[config.mk]
export PLATFORM = sky130hd
export DESIGN_NAME = cla_apply
export DESIGN_NICKNAME = d
export VERILOG_FILES = /design/src/cla_pkg.sv /design/src/cla_ptr_step.sv /design/src/cla_apply.sv
export SDC_FILE = /design/constraint.sdc
export NUM_CORES = 1
export LEC_CHECK = 0
export ABC_AREA = 0
export BUFFER_PORTS_ARGS = -buffer_cell sky130_fd_sc_hd__buf_2
export CAP_MARGIN = 10
export CORE_ASPECT_RATIO = 1.5
export CORE_UTILIZATION = 34
export CTS_BUF_LIST = sky130_fd_sc_hd__clkbuf_16
export CTS_CLUSTER_DIAMETER = 120
export DETAILED_ROUTE_END_ITERATION = 12
export PLACE_DENSITY = 0.48
export SLEW_MARGIN = 40
export SYNTH_ARGS = -nofsm -noshare
export SYNTH_HDL_FRONTEND = slang
export SYNTH_SLANG_ARGS = --single-unit
[constraint.sdc]
create_clock -name i_clk -period 3.7 [get_ports i_clk]
set_clock_uncertainty 0.15 [all_clocks]
set_input_delay 0.37 -clock i_clk [delete_from_list [all_inputs] [get_ports i_clk]]
set_output_delay 0.37 -clock i_clk [all_outputs]
set_load 0.02 [all_outputs]
[src/cla_pkg.sv]
// Purpose: Shared constants for the classifier action apply block.
// Assumes: Byte-granular frame pointer of eight bits.
// Notes: Pipeline point codes above 15 are rewriter points.
package cla_pkg;
  localparam int PTR_W = 8;
  localparam int PORT_CNT = 64;
  localparam logic [1:0] ETHERNET_LAYER_TYPE = 2'h0;
  localparam logic [1:0] EXT_CURRENT = 2'h0;
  localparam logic [1:0] EXT_PAYLOAD = 2'h1;
  localparam logic [1:0] EXT_PLUS20 = 2'h2;
  localparam logic [1:0] EXT_PLUS40 = 2'h3;
  localparam logic [7:0] EXT_GAP_20 = 8'h14;
  localparam logic [7:0] EXT_GAP_40 = 8'h28;
  localparam int SEL_BIT = 0;
  localparam int FIRST_BIT = 1;
  localparam int SECOND_BIT = 2;
  localparam logic [1:0] FORCE_NONE = 2'h0;
  localparam logic [1:0] FORCE_EXTRACT = 2'h1;
  localparam logic [1:0] FORCE_INSERT = 2'h2;
  localparam logic [1:0] FORCE_LOOPBACK = 2'h3;
  localparam logic [2:0] ACT_NONE = 3'h0;
  localparam logic [2:0] ACT_EXTRACT = 3'h1;
  localparam logic [2:0] ACT_INSERT = 3'h2;
  localparam logic [2:0] ACT_MASQ_INSERT = 3'h3;
  localparam logic [2:0] ACT_LOOP_QUEUE = 3'h4;
  localparam logic [2:0] ACT_LOOP_ASM = 3'h5;
  localparam logic [3:0] KEY_DEFAULT = 4'h0;
  localparam logic [3:0] KEY_TRI_VLAN = 4'h5;
  localparam logic [3:0] KEY_NORMAL_DST = 4'h8;
  localparam logic [3:0] KEY_FINISHED = 4'hF;
  localparam logic [1:0] LSKIP_NONE = 2'h0;
  localparam logic [1:0] LSKIP_ETH = 2'h1;
  localparam logic [1:0] LSKIP_IP_ETH = 2'h2;
  localparam int QUAD_SHIFT = 2;
  localparam int PAIR_SHIFT = 1;
  localparam logic [7:0] RESET_PAG = 8'h00;
  localparam logic [4:0] PT_NONE = 5'h00;
  localparam logic [4:0] PT_PORT_VOE = 5'h02;
  localparam logic [4:0] PT_CLM = 5'h04;
  localparam logic [4:0] PT_OU_MIP = 5'h06;
  localparam logic [4:0] PT_OU_VOE = 5'h09;
  localparam logic [4:0] PT_IN_VOE = 5'h0B;
  localparam logic [4:0] PT_IN_MIP = 5'h0E;
  localparam logic [4:0] PT_DONE = 5'h0F;
  localparam logic [4:0] PT_REW_IN_VOE = 5'h10;
  localparam logic [4:0] PT_REW_OU_VOE = 5'h11;

  // Widens the three-bit point of the reduced form to the full code space.
  function automatic logic [4:0] cla_short_point(input logic [2:0] code);
    logic [4:0] pt;
    unique case (code)
      3'h0: pt = PT_CLM;
      3'h1: pt = PT_OU_MIP;
      3'h2: pt = PT_IN_MIP;
      3'h3: pt = PT_PORT_VOE;
      3'h4: pt = PT_OU_VOE;
      3'h5: pt = PT_IN_VOE;
      3'h6: pt = PT_REW_IN_VOE;
      3'h7: pt = PT_REW_OU_VOE;
    endcase
    return pt;
  endfunction
endpackage

[src/cla_ptr_step.sv]
// Purpose: Next frame pointer from layer skip and step offsets.
// Assumes: Layer end positions are supplied by the frame parser.
// Notes: Pure combinational; the caller registers the result.
`timescale 1ns/1ns
module cla_ptr_step
  import cla_pkg::*;
(
  input wire logic [7:0] i_frame_ptr,
  input wire logic [7:0] i_eth_end_ptr,
  input wire logic [7:0] i_ip_end_ptr,
  input wire logic i_is_eth,
  input wire logic i_is_ip,
  input wire logic [1:0] i_layer_skip,
  input wire logic [1:0] i_quad_step,
  input wire logic [4:0] i_pair_step,
  output logic [7:0] o_next_ptr
);
  logic [7:0] base;
  logic [7:0] steps;

  // layer skip first
  always_comb
  begin
    base = i_frame_ptr;
    if (i_layer_skip == LSKIP_ETH && i_is_eth)
    begin
      base = i_eth_end_ptr;
    end
    else if (i_layer_skip == LSKIP_IP_ETH && (i_is_eth || i_is_ip))
    begin
      base = i_ip_end_ptr;
    end
  end

  // quad and pair steps
  assign steps = 8'({i_quad_step, 2'b00}) + 8'({i_pair_step, 1'b0});
  // skipped labels excluded
  assign o_next_ptr = base + steps;
endmodule // cla_ptr_step

[src/cla_apply.sv]
// Purpose: Applies one classification hit to the frame state.
// Assumes: Previous state and parser positions are stable with i_act_valid.
// Notes: One cycle latency; outputs other than o_valid and o_cpu_tag_valid hold between actions.
`timescale 1ns/1ns
// Contract
// Select bit 0 picks custom key; bits 1 and 2 enable first and second lookup.
// Extraction starts at current position, payload, payload plus 20 or 40 bytes.
// Policy group takes action value where mask set, keeps old bits elsewhere.
// Policy group starts from a default set per ingress port.
// Override enabled: logical port value drives logical and header source port.
// Match tag accompanies every frame sent to the processor.
// Match tag merged under mask; result feeds header classify result.
// Force code: none, extract, insert or masquerade, loopback queue or assembler.
// Full form takes the forced point from a five bit code.
// Reduced form encodes the forced point in three bits mapped to a subset.
// Next key kind zero keeps default key; 1 to 14 force a format.
// Next key kind 15 finishes all remaining lookups.
// Kind 8 swaps destination MAC and IPv4 into source key fields.
// Kind 5 picks triple VLAN or indexed variant per lookup setting.
// Frame pointer advances by quad step times four bytes; the code adds the quad step in the reduced form only.
// Frame pointer advances by pair step times two bytes.
// Step offsets never count reserved labels already skipped.
// Layer skip moves the pointer first, then the step is added.
// Current position extraction applies only to the Ethernet frame type.
// Fields absent from the reduced form act as zero.
module cla_apply
  import cla_pkg::*;
(
  input wire logic i_clk,
  input wire logic i_resetn,
  input wire logic i_pag_cfg_we,
  input wire logic [5:0] i_pag_cfg_port,
  input wire logic [7:0] i_pag_cfg_value,
  input wire logic [3:0] i_triple_vlan_key_choice,
  input wire logic i_act_valid,
  input wire logic i_act_reduced,
  input wire logic i_first_lookup,
  input wire logic [1:0] i_lookup_idx,
  input wire logic [5:0] i_ingress_port,
  input wire logic [7:0] i_policy_group_prev,
  input wire logic [11:0] i_match_tag_prev,
  input wire logic [5:0] i_logical_port_prev,
  input wire logic [4:0] i_pipeline_point_prev,
  input wire logic [2:0] i_pipeline_action_prev,
  input wire logic [1:0] i_frame_type,
  input wire logic [7:0] i_frame_ptr,
  input wire logic [7:0] i_l2_payload_ptr,
  input wire logic [7:0] i_eth_end_ptr,
  input wire logic [7:0] i_ip_end_ptr,
  input wire logic i_frame_is_ip,
  input wire logic i_to_cpu,
  input wire logic [2:0] i_custom_rule_select,
  input wire logic [1:0] i_custom_extract_point,
  input wire logic [7:0] i_policy_group_override_mask,
  input wire logic [7:0] i_policy_group_value,
  input wire logic i_logical_port_override_en,
  input wire logic [5:0] i_logical_port_value,
  input wire logic [11:0] i_entry_match_tag,
  input wire logic [11:0] i_entry_match_tag_mask,
  input wire logic [1:0] i_pipeline_force_code,
  input wire logic i_pipeline_action_variant,
  input wire logic [4:0] i_pipeline_point,
  input wire logic [2:0] i_pipeline_point_short,
  input wire logic [3:0] i_next_key_kind,
  input wire logic [1:0] i_next_pointer_quad_step,
  input wire logic [4:0] i_next_pointer_pair_step,
  input wire logic [1:0] i_next_pointer_layer_skip,
  output logic o_valid,
  output logic [7:0] o_policy_group,
  output logic [11:0] o_entry_match_tag,
  output logic [11:0] o_header_classify_result,
  output logic o_cpu_tag_valid,
  output logic [5:0] o_logical_port,
  output logic [5:0] o_header_source_port,
  output logic [4:0] o_pipeline_point,
  output logic [2:0] o_pipeline_action,
  output logic [3:0] o_next_key_kind,
  output logic o_tri_vlan_indexed,
  output logic o_key_dst_swap,
  output logic o_lookups_finished,
  output logic [7:0] o_frame_pointer,
  output logic o_custom_key_sel,
  output logic o_custom_first_en,
  output logic o_custom_second_en,
  output logic [7:0] o_custom_extract_ptr,
  output logic o_custom_extract_valid
);
  typedef struct packed {
    logic [PORT_CNT-1:0][7:0] pag_default;
    logic valid;
    logic [7:0] policy_group;
    logic [11:0] match_tag;
    logic cpu_tag_valid;
    logic [5:0] logical_port;
    logic [5:0] src_port;
    logic [4:0] point;
    logic [2:0] action;
    logic [3:0] key_kind;
    logic tri_idx;
    logic dst_swap;
    logic finished;
    logic [7:0] frame_ptr;
    logic custom_sel;
    logic custom_first;
    logic custom_second;
    logic [7:0] ext_ptr;
    logic ext_valid;
  } cla_state_type;

  cla_state_type st;
  cla_state_type next_st;
  logic [2:0] eff_custom;
  logic [7:0] eff_pag_mask;
  logic eff_logical_port_en;
  logic [11:0] eff_tag_mask;
  logic [4:0] eff_pair;
  logic [1:0] eff_quad;
  logic [4:0] eff_point;
  logic [7:0] pag_base;
  logic [7:0] step_ptr;
  logic is_eth;

  // absent fields zeroed, except the quad step, which is zeroed in the full form
  assign eff_custom = i_act_reduced ? 3'h0 : i_custom_rule_select;
  assign eff_pag_mask = i_act_reduced ? 8'h00 : i_policy_group_override_mask;
  assign eff_logical_port_en = i_act_reduced ? 1'b0 : i_logical_port_override_en;
  assign eff_tag_mask = i_act_reduced ? 12'h000 : i_entry_match_tag_mask;
  assign eff_pair = i_act_reduced ? 5'h00 : i_next_pointer_pair_step;
  assign eff_quad = i_act_reduced ? i_next_pointer_quad_step : 2'h0;
  // point width by form
  assign eff_point = i_act_reduced ? cla_short_point(i_pipeline_point_short) : i_pipeline_point;
  // per port default
  assign pag_base = i_first_lookup ? st.pag_default[i_ingress_port] : i_policy_group_prev;
  assign is_eth = (i_frame_type == ETHERNET_LAYER_TYPE);

  cla_ptr_step u_step (
    .i_frame_ptr(i_frame_ptr),
    .i_eth_end_ptr(i_eth_end_ptr),
    .i_ip_end_ptr(i_ip_end_ptr),
    .i_is_eth(is_eth),
    .i_is_ip(i_frame_is_ip),
    .i_layer_skip(i_next_pointer_layer_skip),
    .i_quad_step(eff_quad),
    .i_pair_step(eff_pair),
    .o_next_ptr(step_ptr)
  );

  always_comb
  begin
    next_st = st;
    next_st.valid = i_act_valid;
    next_st.cpu_tag_valid = 1'b0;
    if (i_pag_cfg_we)
    begin
      next_st.pag_default[i_pag_cfg_port] = i_pag_cfg_value;
    end
    if (i_act_valid)
    begin
      // custom key selection
      next_st.custom_sel = eff_custom[SEL_BIT];
      next_st.custom_first = eff_custom[FIRST_BIT];
      next_st.custom_second = eff_custom[SECOND_BIT];
      // extraction start
      next_st.ext_valid = 1'b1;
      unique case (i_act_reduced ? EXT_CURRENT : i_custom_extract_point)
        EXT_CURRENT:
        begin
          next_st.ext_ptr = i_frame_ptr;
          next_st.ext_valid = is_eth;
        end
        EXT_PAYLOAD: next_st.ext_ptr = i_l2_payload_ptr;
        EXT_PLUS20: next_st.ext_ptr = i_l2_payload_ptr + EXT_GAP_20;
        EXT_PLUS40: next_st.ext_ptr = i_l2_payload_ptr + EXT_GAP_40;
      endcase
      // masked policy group merge
      next_st.policy_group = (pag_base & ~eff_pag_mask)
        | (i_policy_group_value & eff_pag_mask);
      // masked match tag merge
      next_st.match_tag = (i_match_tag_prev & ~eff_tag_mask)
        | (i_entry_match_tag & eff_tag_mask);
      // tag with processor copy
      next_st.cpu_tag_valid = i_to_cpu;
      // logical port override
      next_st.logical_port = eff_logical_port_en ? i_logical_port_value : i_logical_port_prev;
      next_st.src_port = next_st.logical_port;
      // pipeline forcing
      next_st.point = i_pipeline_point_prev;
      next_st.action = i_pipeline_action_prev;
      unique case (i_pipeline_force_code)
        FORCE_NONE: next_st.action = i_pipeline_action_prev;
        FORCE_EXTRACT:
        begin
          next_st.point = eff_point;
          next_st.action = ACT_EXTRACT;
        end
        FORCE_INSERT:
        begin
          next_st.point = eff_point;
          next_st.action = i_pipeline_action_variant ? ACT_MASQ_INSERT : ACT_INSERT;
        end
        FORCE_LOOPBACK:
        begin
          next_st.point = eff_point;
          next_st.action = i_pipeline_action_variant ? ACT_LOOP_ASM : ACT_LOOP_QUEUE;
        end
      endcase
      // key kind pass through
      next_st.key_kind = i_next_key_kind;
      // finish lookups
      next_st.finished = (i_next_key_kind == KEY_FINISHED);
      // destination into source fields
      next_st.dst_swap = (i_next_key_kind == KEY_NORMAL_DST);
      // triple VLAN variant
      next_st.tri_idx = (i_next_key_kind == KEY_TRI_VLAN)
        && i_triple_vlan_key_choice[i_lookup_idx];
      // skip then step
      next_st.frame_ptr = step_ptr;
    end
  end

  always_ff @(posedge i_clk)
  begin
    if (!i_resetn)
    begin
      st <= '0;
    end
    else
    begin
      st <= next_st;
    end
  end

  assign o_valid = st.valid;
  assign o_policy_group = st.policy_group;
  assign o_entry_match_tag = st.match_tag;
  assign o_header_classify_result = st.match_tag;
  assign o_cpu_tag_valid = st.cpu_tag_valid;
  assign o_logical_port = st.logical_port;
  assign o_header_source_port = st.src_port;
  assign o_pipeline_point = st.point;
  assign o_pipeline_action = st.action;
  assign o_next_key_kind = st.key_kind;
  assign o_tri_vlan_indexed = st.tri_idx;
  assign o_key_dst_swap = st.dst_swap;
  assign o_lookups_finished = st.finished;
  assign o_frame_pointer = st.frame_ptr;
  assign o_custom_key_sel = st.custom_sel;
  assign o_custom_first_en = st.custom_first;
  assign o_custom_second_en = st.custom_second;
  assign o_custom_extract_ptr = st.ext_ptr;
  assign o_custom_extract_valid = st.ext_valid;
endmodule // cla_apply

Yosys cells after proc, flatten, opt, wreduce, memory -nomap -nowiden
Memories as Yosys holds them, arrays and structs flattened.
Index checks and enable logic that the tools add are counted.
{"block": "totals", "regBits": 575, "latchBits": 0, "ram_bits": 0, "rom_bits": 40, "elab_cells": 144, "n_memories": 1}
{"name": "(name not given)", "depth": 8, "word_bits": 5, "read_ports": 1, "rd_clocked_by_memory_dff": 0, "write_ports": 0, "line": "cla_pkg.sv:51", "source": "unique case (code)"}
{"block": "op_classes", "n_addsub": 4, "mul": 0, "div": 0, "order_cmp": 4, "n_eq_ne": 11, "shifts": 0, "mux": 25, "n_bitwise": 8, "n_reduce_logical": 10}
{"op": "512-bit bitwise mux", "count": 1}
{"op": "8-bit binary-select mux with 6-bit select", "count": 1}
{"op": "8-bit demux with 6-bit select", "count": 1}
{"op": "8-bit 2-to-1 mux", "count": 6}
{"op": "8-bit one-hot mux with 4 select lines", "count": 1}
{"op": "12-bit AND", "count": 2}
{"op": "8-bit AND", "count": 2}
{"op": "5-bit 2-to-1 mux", "count": 3}
{"op": "6-bit by 7-bit less-than comparator with 1-bit output, second input constant", "count": 2}
{"op": "12-bit 2-to-1 mux", "count": 1}
{"op": "12-bit inverter", "count": 1}
{"op": "12-bit bitwise OR", "count": 1}
{"op": "3-bit one-hot mux with 4 select lines", "count": 1}
{"op": "2-bit equality test, second input constant", "count": 5}
{"op": "8-bit by 5-bit adder with 8-bit output, second input constant", "count": 1}
{"op": "8-bit by 6-bit adder with 8-bit output, second input constant", "count": 1}
{"op": "8-bit adder", "count": 1}
{"op": "4-bit equality test, second input constant", "count": 2}
{"op": "8-bit inverter", "count": 1}
{"op": "8-bit bitwise OR", "count": 1}
{"op": "4-bit by 6-bit adder with 7-bit output", "count": 1}
{"op": "2-bit by 1-bit equality test with 1-bit output, second input constant", "count": 3}
{"op": "6-bit by 1-bit greater-or-equal comparator with 1-bit output, second input constant", "count": 1}
{"op": "2-bit logical NOT", "count": 3}
{"op": "other kinds (11)", "count": 19}

Depth between registers and ports, before layout
Gate-level depths: netlist (run 1).
{"block": "depth", "depth_word": 6, "ltp_mapped": 13, "ltp_nobuf": 12}

Cells and area by module
Synthesis (run 1) repeated with hierarchy kept, for this count alone.
{"block": "unflattened", "cells_unflattened": 3166, "area_unflattened_um2": 28247.1}
{"mod": "cla_apply", "n_inst": 1, "cells_per_inst": 3103, "area_each_um2": 27761.6, "seq_area_each_um2": 11511.0}
{"mod": "cla_ptr_step", "n_inst": 1, "cells_per_inst": 63, "area_each_um2": 485.5, "seq_area_each_um2": 0.0}

Worst setup path before layout (run 1)
No wires, ideal clock.
{"block": "synth_timing", "path_type": "input-to-reg", "from": "in i_next_pointer_layer_skip[1]", "to": "reg st (netlist bit o_frame_pointer[7])", "t_arrival_ns": 2.635, "required_ns": 3.429, "path_slack_ns": 0.793, "stages": 11, "path_buffers": 1, "cell_sequence": "nor4b_1 clkbuf_1 o21ai_0 ha_1 fa_1 a21oi_1 nor2_1 nor2_1 o21ai_0 xnor2_1 o21ai_0"}
{"block": "synth_via", "elab_chain_len": 5, "elab_cells_between_ends": 7, "classes_between": "1 x add/sub; 2 x eq/ne; 2 x mux; 2 x reduce/logical"}
{"element": "start: declaration", "line": "cla_apply.sv:67", "source": "input wire logic [1:0] i_next_pointer_layer_skip,"}
{"element": "2-bit equality test", "line": "cla_ptr_step.sv:29", "source": "else if (i_layer_skip == LSKIP_IP_ETH && (i_is_eth || i_is_ip))"}
{"element": "1-bit logical AND", "line": "cla_ptr_step.sv:29"}
{"element": "8-bit 2-to-1 mux", "line": "cla_ptr_step.sv:29"}
{"element": "8-bit 2-to-1 mux (*)", "line": "cla_ptr_step.sv:25", "source": "if (i_layer_skip == LSKIP_ETH && i_is_eth)"}
{"element": "8-bit adder (*)", "line": "cla_ptr_step.sv:38", "source": "assign o_next_ptr = base + steps;"}
{"element": "end signal: assignment", "line": "cla_apply.sv:229", "source": "st <= next_st;"}
{"element": "end: declaration", "line": "cla_apply.sv:110", "source": "cla_state_type st;"}
Mark *: on every way between the ends. The rest lies on a longest branch, timed or not.
A chain may end at the register's enable or synchronous reset.

Final worst setup path (run 1)
{"block": "layout_timing", "from": "in i_ingress_port[0]", "to": "reg st (netlist bit o_policy_group[1])"}
{"block": "layout_via", "elab_chain_len": 5}
{"element": "start: declaration", "line": "cla_apply.sv:39", "source": "input wire logic [5:0] i_ingress_port,"}
{"element": "8-bit binary-select mux with 6-bit select", "line": "cla_apply.sv:133", "source": "assign pag_base = i_first_lookup ? st.pag_default[i_ingress_port] : i_policy_group_prev;"}
{"element": "8-bit 2-to-1 mux (implied by the code)", "line": "cla_apply.sv:133"}
{"element": "8-bit 2-to-1 mux", "line": "cla_apply.sv:133"}
{"element": "8-bit AND", "line": "cla_apply.sv:176", "source": "next_st.policy_group = (pag_base & ~eff_pag_mask)"}
{"element": "8-bit bitwise OR", "line": "cla_apply.sv:177", "source": "| (i_policy_group_value & eff_pag_mask);"}
No other way between the ends. The select of a mux whose other input is x is not followed.

==> flow_summary_export.csv, run 1 <==
group,metric,value,unit
grt,grt_pass1_wl,144,mm
worst_setup_path,crit_family,"buffers and inverters",
worst_setup_path,cp_common_cell,"buf_4",
place,place_area,29700,um2
worst_setup_path,worstPathCellList,"buf_4 > buf_4 > mux4_2 > nand2_1 > nand3_1 > a2111oi_1 > a21oi_1",
clock_network,clkTransAtPathRegs,0.07,ns
die,io_pins,259,
yosys,syn-mean-instance-area,9.33,um2
sta,relSlewSlack,43.3,%
yosys,synth_seq_cells,575,
worst_setup_path,crit_buf_inv,2,
clock_network,root_buffer,"clkbuf_16",
detailed_routing,drt_wl_total,96.5,mm
detailed_routing,vias_per_cell,5.39,
worst_setup_path,critPathMaxFanout,39,
clock_network,clkLatencyLatePin,0.66,ns
yosys,yosysTopAreaCellShare,41.3,%
yosys,synth_area_leaders,"dfxtp_1 41%, mux2i_1 15%, mux4_2 6.3%",
grt,grt.overflow.total,0,
sta,setup_viol,0,
finish,drive_above_1_share,18.4,%
yosys,async_reset_ff_share,0,%
clock_network,cts_buffers,59,
worst_setup_path,critical_path_class,"in2reg",
detailed_routing,post_drt_wl_per_cell,22.8,um
die,core_area,81200,um2
status,status,"completed",
sta,fin_ws,0.840,ns
worst_setup_path,crit_required,4.05,ns
place,port_buffers,258,
yosys,synthFlopType,"dfxtp_1",
grt,grt_pass1_vias,22450,
clock_network,tritoncts,"done",
place,place.gp.congestion,0.912,
yosys,synth_fp_nets,3178,
finish,stdcell_area,32300,um2
worst_setup_path,reg2reg_slack,1.27,ns
yosys,seq_area_frac_synth,41.3,%
clock_network,cts_setup_buffers,0,
grt,antenna_found_initial,3,
clock_network,cts_resized,0,
place,place.detailed.hpwl,67.0,mm
sta,slew_viol_final,0,
place,pre_cts_ws,0.220,ns
sta,final.setup.tns,0,ns
yosys,syn_area,27900,um2
power_and_ir_drop,p_leak,12.1,nW
die,row_count,128,
yosys,synth_top_area_cell,"dfxtp_1",
finish,fin_util,39.8,%
power_and_ir_drop,powerDensity,427,nW/um2
detailed_routing,drtIter0Drc,1602,
die,die_x,236,um
sta,rsz0062_at_grt,"no",
clock_network,ctsHtreeMaxLevel,2,
clock_network,cts_max_path_buffers,3,
worst_setup_path,arrival,3.21,ns
finish,fillers,8031,
yosys,postSynthCellCount,2988,
job,drv_cap,0,
worst_setup_path,max_stage_delay,0.75,ns
detailed_routing,drtAntennaViolNets,0,
detailed_routing,dr_total_vias,22820,
finish,final_nets,3331,
detailed_routing,drc,0,
yosys,ys_warn_count,0,
die,dieHeight,353,um
sta,tightest_slew,0.848,ns
die,die_area,83200,um2
worst_setup_path,cp_slowest_cell,"a2111oi_1",
die,initial_core_util,34.3,%
clock_network,cts.sinks,575,
grt,grt_max_degree,78,
yosys,synth_cell_types,74,
detailed_routing,drt_pre_antenna_iters,7,
grt,grt_usage,22.6,%
power_and_ir_drop,irDropWorstVdd,386,uV
yosys,synth_edf_count,0,
sta,fin_crit_sh,77.3,%
worst_setup_path,end_kind,"flop",
sta,timing.final.hold_violations,0,
min_path,hold_path.class,"in2reg",
finish,syn_to_final_growth,16.0,%
sta,fin_crit,2.86,ns
worst_setup_path,crit_path_start_kind,"input pin",
sta,max_freq,350,MHz
power_and_ir_drop,p_total,0.0138,W
## final cells by class
type	instances	area [um2]	share of cell area [%]
clock inverter	51	465	1.44
tap	1040	1300	4.02
clock buffer	59	1480	4.57
sequential	575	11500	35.6
inverter	10	47.5	0.147
multi-input combinational	2077	14700	45.5
timing repair buffer	418	2820	8.73
antenna	2	5.00	0.0155
## through the flow
| step | hold slack, ns | cells |
|---|---|---|
| global route | 0.0469 | 4232 |
| floorplan | 0.282 | 2988 |
| detailed placement | 0.296 | 4049 |
| CTS | 0.00810 | 4230 |
| global placement | 0.290 | 4049 |
| finish | 0.0255 | 4232 |
## worst paths after layout
kind	start	endpoint	depth (start not counted)
hold / removal	i_pipeline_action_prev[0]	o_pipeline_action[0]$_SDFFE_PN0P_	5
setup / recovery	i_ingress_port[0]	o_policy_group[1]$_SDFFE_PN0P_	7
setup reg to reg	st[576]$_SDFFE_PN0P_	o_policy_group[3]$_SDFFE_PN0P_	6
hold reg to reg	st[264]$_SDFFE_PN0P_	st[264]$_SDFFE_PN0P_	2
## timing repair
item / 4_1_cts / 5_1_grt
hold buffers: 71 / 0
setup endpoints to repair: 0 / 0
endpoints found under the hold margin: 56 / 0
## power by group
part           internal, W  switching (W)
combinational     0.000500       0.000910
clock              0.00340        0.00267
sequential         0.00626      0.0000518
total               0.0102        0.00363
## registers in the layout, indices dropped and copies added (netlist names), 3 cells and up
signal,flops
o_custom_extract_ptr,8
o_header_source_port,6
o_next_key_kind,4
o_policy_group,8
o_pipeline_point,5
o_pipeline_action,3
o_frame_pointer,8
o_entry_match_tag,12
st,512
## layout by cell type (no fill, tap or decap), types with 9 or more instances in the layout
cell type,Yosys,final
ha_1,11,11
nand2_1,323,323
nor2_1,307,305
o21ai_0,38,38
buf_4,91,86
a22oi_1,15,15
a21boi_0,81,81
dfxtp_1,575,575
nand4_1,16,16
mux4_2,78,78
and3_1,13,12
a211oi_1,33,33
mux2i_1,425,425
nor2b_1,128,128
o22ai_1,22,22
buf_2,45,250
inv_1,8,24
nand3_1,237,237
nand2b_1,15,15
dlygate4sd3_1,0,71
buf_12,0,10
clkinv_1,0,11
mux2_2,23,23
a21oi_1,161,161
clkbuf_16,0,59
nor2_2,9,9
clkinv_2,0,12
a2111oi_0,21,15
nor2_8,21,21
## metal layers
layer	vias up	track usage (%)	share of wire (%)
met3	182	3.27	5.0
li1	10697	-	-
met4	2	10.3	4.5
met2	806	41.1	51
met5	-	0	0.013
met1	11133	25.9	39
## cell usage after synthesis, types with 45 or more instances
library cell,n
a21boi_0,81
a21oi_1,161
buf_2,45
buf_4,91
clkbuf_1,152
dfxtp_1,575
mux2i_1,425
mux4_2,78
nand2_1,323
nand3_1,237
nor2_1,307
nor2b_1,128
## worst register-to-register path: stages (launching register included)
cell and delay [ns]:
dfxtp_1 0.31, mux4_2 0.53, a2111oi_1 0.71, buf_4 0.22, nand4_1 0.14, o2111ai_1 0.12, a21oi_1 0.09
## cells by family after synthesis
group	synth area share, %
and+or+nand+nor	19.7
muxes	22.5
adders and majority gates	0.565
xor gates and xnor gates	0.251
DFF	41.3
buffers and inverters	6.16
AOI/OAI and AO/OA	9.55
No activity file was read; power rests on OpenSTA's default activity.
==> run 2, diff against run 1 <==
- clock period: 3.7 -> 2.75 ns (I/O delays scaled with it)
==> run 2 against run 1 <==
Net effect:
- sequential power increased by 34%
- total power increased by 34%
- count of clock-buffer cells in the layout unchanged
- die area stayed put
- via count increased by 1.8%
- cell area rose by 3.2%
- clock power is 30% higher
==> flow_summary_export.csv, run 2 (synthesis results as in run 1) <==
group,metric,value,unit
status,status,"completed",
clock_network,cts_buffers,59,
grt,antenna_found_initial,3,
clock_network,cts_max_path_buffers,3,
clock_network,tritoncts,"done",
power_and_ir_drop,irDropWorstVdd,504,uV
clock_network,ctsHtreeMaxLevel,2,
detailed_routing,dr_wl_met3,4.88,mm
detailed_routing,wl_met1,38.9,mm
min_path,hold_path.class,"in2reg",
clock_network,cts.sinks,575,
power_and_ir_drop,intPower,0.0136,W
clock_network,clkTransAtPathRegs,0.06,ns
sta,fin_crit_sh,97.4,%
place,port_buffers,258,
die,die_area,83200,um2
power_and_ir_drop,pwr-share-seq,46.0,%
finish,final_common_cell,"dfxtp_1",
power_and_ir_drop,clkPwrFrac,42.8,%
detailed_routing,drtIter0Drc,1452,
finish,final_nets,3435,
clock_network,cts_setup_buffers,0,
grt,grt.overflow.total,0,
detailed_routing,dr_total_vias,23224,
worst_setup_path,crit_path_start_kind,"input pin",
place,place_area,30500,um2
power_and_ir_drop,p_sw,0.00488,W
finish,layout_common_cells,"575 x dfxtp_1, 425 x mux2i_1, 323 x nand2_1",
finish,syn_to_final_growth,19.7,%
place,place.detailed.hpwl,66.8,mm
detailed_routing,drc,0,
grt,grt_usage,22.7,%
sta,tightest_slew,0.885,ns
sta,relSlewSlack,41.0,%
grt,grt_pass1_wl,145,mm
die,row_count,128,
detailed_routing,drt_wl_total,96.7,mm
detailed_routing,drt_pre_antenna_iters,7,
detailed_routing,vias_per_cell,5.36,
worst_setup_path,arrival,3.04,ns
detailed_routing,drtAntennaViolNets,0,
finish,fillers,7991,
power_and_ir_drop,p_total,0.0185,W
sta,slew_viol_final,0,
detailed_routing,top_layer_used,"met5",
sta,max_freq,373,MHz
sta,rsz0062_at_grt,"no",
sta,fin_crit,2.68,ns
grt,grt_pass1_vias,23142,
worst_setup_path,crit_required,3.11,ns
place,place.gp.congestion,0.937,
clock_network,root_buffer,"clkbuf_16",
finish,regMostFlops,"st",
detailed_routing,dr_wl_met2,48.6,mm
sta,timing.final.hold_violations,0,
die,dieHeight,353,um
finish,drive_above_1_share,20.1,%
power_and_ir_drop,p_leak,12.6,nW
detailed_routing,post_drt_wl_per_cell,22.3,um
die,die_x,236,um
die,io_pins,259,
grt,grt_max_degree,149,
die,initial_core_util,34.3,%
worst_setup_path,critPathMaxFanout,25,
die,core_area,81200,um2
finish,fin_util,41.1,%
finish,largest_register_ffs,512,
sta,setup_viol,0,
power_and_ir_drop,swShare,26.4,%
worst_setup_path,critical_path_class,"in2reg",
power_and_ir_drop,pwr-share-comb,11.1,%
job,drv_cap,0,
finish,stdcell_area,33400,um2
clock_network,clkLatencyLatePin,0.66,ns
worst_setup_path,end_kind,"flop",
power_and_ir_drop,powerDensity,553,nW/um2
## run 2: changes by cell type in the layout (fill, tap and decap cells not counted), sizes merged
cell         delta
bufinv          -2
buf            +72
dlygate4sd3    +32
inv             -6
clkinv          +4
## run 2: area by class of cell
class	count	area, um2	share of cell area, %
Clock inverter	47	368	1.10
Inverter	10	47.5	0.143
Sequential cell	575	11500	34.5
Timing Repair Buffer	522	3920	11.7
Clock buffer	59	1480	4.43
Tap cell	1040	1300	3.90
Antenna cell	2	5.00	0.0150
Multi-Input combinational cell	2077	14700	44.2
## run 2: timing repair
item / 4_1_cts / 5_1_grt
endpoints found under the setup margin: 0 / 3
gates resized for setup: 0 / 4
hold buffers: 103 / 0
endpoints found under the hold margin: 74 / 0
## run 2: power by group through the flow
stage	combinational [W]	sequential, W	clock [W]
after floorplan	0.00121	0.00866	0
after global placement	0.00190	0.00868	0
after detailed placement	0.00191	0.00868	0
after CTS	0.00205	0.00849	0.00809
after global routing	0.00218	0.00850	0.00843
final	0.00205	0.00850	0.00791
## run 2: worst paths after layout
kind,start,endpoint,slack [ns],depth (start not counted)
worst min-delay path,i_pag_cfg_value[5],st[266]$_SDFFE_PN0P_,0.04,4
worst max-delay path,i_ingress_port[0],o_policy_group[1]$_SDFFE_PN0P_,0.07,8
worst max register to register,st[574]$_SDFFE_PN0P_,o_policy_group[1]$_SDFFE_PN0P_,0.08,6
worst min register to register,st[426]$_SDFFE_PN0P_,st[426]$_SDFFE_PN0P_,0.30,2
## run 2: worst max-delay path: stages
cell and delay, ns:
buf_4 0.43, buf_4 0.24, mux4_2 0.49, a2111oi_0 0.56
nand4_1 0.24, o2111ai_1 0.13, dlygate4sd3_1 0.58, a21oi_1 0.06
## run 2: layer usage
metal  global-route usage, %  up-vias
met5                       0        -
met4                    10.3        2
met3                    3.37      191
met2                    40.8      811
met1                    26.6    11328
li1                        -    10892
## run 2: per-stage QoR
step	setup WS (ns)	setup TNS [ns]	hold slack, ns	cells
after floorplan	0.106	0	0.272	2988
after global placement	-1.03	-3.14	0.289	4120
after detailed placement	-0.225	-0.802	0.296	4121
after CTS	0.0493	0	0.0112	4330
after global routing	0.0150	0	0.0189	4332
final	0.0715	0	0.0403	4332
==> run 3, diff against run 2 <==
- clock period: 2.75 -> 2.4 ns (I/O delays scaled with it)
==> run 3 against run 2 <==
Net effect:
- sequential share of layout area down 0.46 points
- non-clock buffer count grew 62
- combinational power is 19% higher
- sequential power increased by 15%
- critical endpoint is now o_policy_group[3]$_SDFFE_PN0P_
- largest power group unchanged
==> flow_summary_export.csv, run 3 (synthesis results as in run 1) <==
group,metric,value,unit
die,die_x,236,um
clock_network,cts_buffers,56,
power_and_ir_drop,irDropWorstVdd,650,uV
sta,relSlewSlack,53.2,%
detailed_routing,drtAntennaViolNets,0,
worst_setup_path,end_kind,"flop",
worst_setup_path,crit_required,2.78,ns
grt,grt_pass1_vias,23035,
grt,grt_usage,22.4,%
detailed_routing,drc,0,
sta,rsz0062_at_grt,"no",
worst_setup_path,crit_path_start_kind,"flop",
finish,layout_common_cells,"575 x dfxtp_1, 425 x mux2i_1, 323 x nand2_1",
die,io_pins,259,
clock_network,clkLatencyLatePin,0.64,ns
die,die_area,83200,um2
min_path,hold_path.class,"in2reg",
finish,largest_register_ffs,512,
finish,finalNonFillerCells,4388,
grt,grt.overflow.total,0,
place,port_buffers,258,
die,core_area,81200,um2
die,row_count,128,
min_path,min_from,"i_policy_group_value[7]",
detailed_routing,post_drt_wl_per_cell,21.6,um
power_and_ir_drop,p_total,0.0206,W
min_path,min_path_cells,5,
clock_network,cts_max_path_buffers,3,
detailed_routing,drtIter0Drc,1401,
grt,antenna_found_initial,3,
sta,timing.final.hold_violations,0,
finish,stdcell_area,33800,um2
sta,tightest_slew,0.702,ns
clock_network,cts_setup_buffers,0,
sta,max_freq,428,MHz
finish,syn_to_final_growth,21.3,%
worst_setup_path,critical_path_class,"reg2reg",
sta,fin_crit,2.33,ns
clock_network,root_buffer,"clkbuf_16",
sta,final.setup.tns,0,ns
power_and_ir_drop,powerDensity,610,nW/um2
worst_setup_path,arrival,2.71,ns
die,initial_core_util,34.3,%
worst_setup_path,cp_slowest_cell,"a2111oi_1",
place,place.gp.congestion,0.880,
clock_network,ctsHtreeMaxLevel,2,
sta,fin_crit_sh,97.3,%
status,status,"completed",
power_and_ir_drop,p_leak,12.9,nW
sta,slew_viol_final,0,
grt,grt_pass1_wl,144,mm
detailed_routing,drt_wl_total,94.9,mm
detailed_routing,dr_total_vias,23228,
clock_network,tritoncts,"done",
finish,final_common_cell,"dfxtp_1",
place,place_area,31100,um2
worst_setup_path,worstRegToRegCells,6,
finish,final_nets,3494,
detailed_routing,drt_pre_antenna_iters,5,
finish,fin_util,41.6,%
die,dieHeight,353,um
clock_network,cts.sinks,575,
place,dp.cells,4188,
finish,drive_above_1_share,21.4,%
sta,setup_viol,0,
clock_network,clkTransAtPathRegs,0.07,ns
worst_setup_path,critPathMaxFanout,2,
detailed_routing,vias_per_cell,5.29,
worst_setup_path,r2r_end,"o_policy_group[3]$_SDFFE_PN0P_",
finish,regMostFlops,"st",
job,drv_cap,0,
worst_setup_path,worstPathCellList,"mux4_2 > mux2i_1 > o21ai_0 > a2111oi_1 > buf_4 > a21oi_1",
place,place.detailed.hpwl,66.6,mm
min_path,whs_endpoint,"o_policy_group[7]$_SDFFE_PN0P_",
worst_setup_path,max_stage_delay,0.69,ns
grt,grt_max_degree,121,
worst_setup_path,timing.rr.start,"st[440]$_SDFFE_PN0P_",
worst_setup_path,reg2reg_slack,0.07,ns
[run 3: critical path: cells and delay by family (launching register included)]
family	cells	cell delay, ns
compound gates	3	0.88
mux	2	0.64
flops	1	0.33
buf+inv	1	0.22
[run 3: cell type report]
| class | instances | area (um2) |
|---|---|---|
| flip-flops and latches | 575 | 11500 |
| fillers | 7868 | 47400 |
| clock inverters | 41 | 240 |
| repair buffers | 584 | 4540 |
| well taps | 1040 | 1300 |
| multi-input cells | 2077 | 14700 |
| inverters | 10 | 47.5 |
| diodes | 3 | 7.51 |
| clock buffers | 58 | 1450 |
[run 3: how the worst max path moves through the flow]
stage / startpoint / slack [ns] / endpoint / cells after the start
after floorplan: i_act_reduced / 0.0006 / o_frame_pointer[7]$_SDFFE_PN0P_ / 11
after global placement: i_ingress_port[5] / -0.54 / o_policy_group[3]$_SDFFE_PN0P_ / 9
after detailed placement: i_ingress_port[5] / -0.54 / o_policy_group[3]$_SDFFE_PN0P_ / 9
after CTS: st[442]$_SDFFE_PN0P_ / 0.02 / o_policy_group[5]$_SDFFE_PN0P_ / 6
after global routing: st[440]$_SDFFE_PN0P_ / 0.05 / o_policy_group[3]$_SDFFE_PN0P_ / 6
final: st[440]$_SDFFE_PN0P_ / 0.07 / o_policy_group[3]$_SDFFE_PN0P_ / 6
[run 3: per-layer routing]
| layer | track usage, % | share of wire, % | routed length [um] |
|---|---|---|---|
| met1 | 26.7 | 41 | 38700 |
| met2 | 40.7 | 51 | 48100 |
| met3 | 2.92 | 5.0 | 4700 |
| met4 | 8.10 | 3.5 | 3370 |
| met5 | 0 | 0 | 0 |
[run 3: report_power, final]
part / total (W) / internal, W / leakage, nW / switching (W)
sequential: 0.00974 / 0.00966 / 4.64 / 0.0000852
clock: 0.00846 / 0.00455 / 0.865 / 0.00392
combinational: 0.00244 / 0.000985 / 7.39 / 0.00145
total: 0.0206 / 0.0152 / 12.9 / 0.00545
[run 3: per-stage QoR]
stage	worst slack, ns	hold WS, ns
4_1_cts	0.0152	0.000348
5_1_grt	0.0468	0.0475
2_1_floorplan	0.000584	0.237
3_3_place_gp	-0.537	0.288
6_report	0.0654	0.0213
3_5_place_dp	-0.542	0.294
[run 3: repair_timing]
item / in CTS / in global routing
pin swaps: 0 / 0
endpoints found under the setup margin: 1 / 2
resized for setup: 1 / 2
hold buffers: 98 / 0
hold endpoints to repair: 103 / 0
cloned: 0 / 0
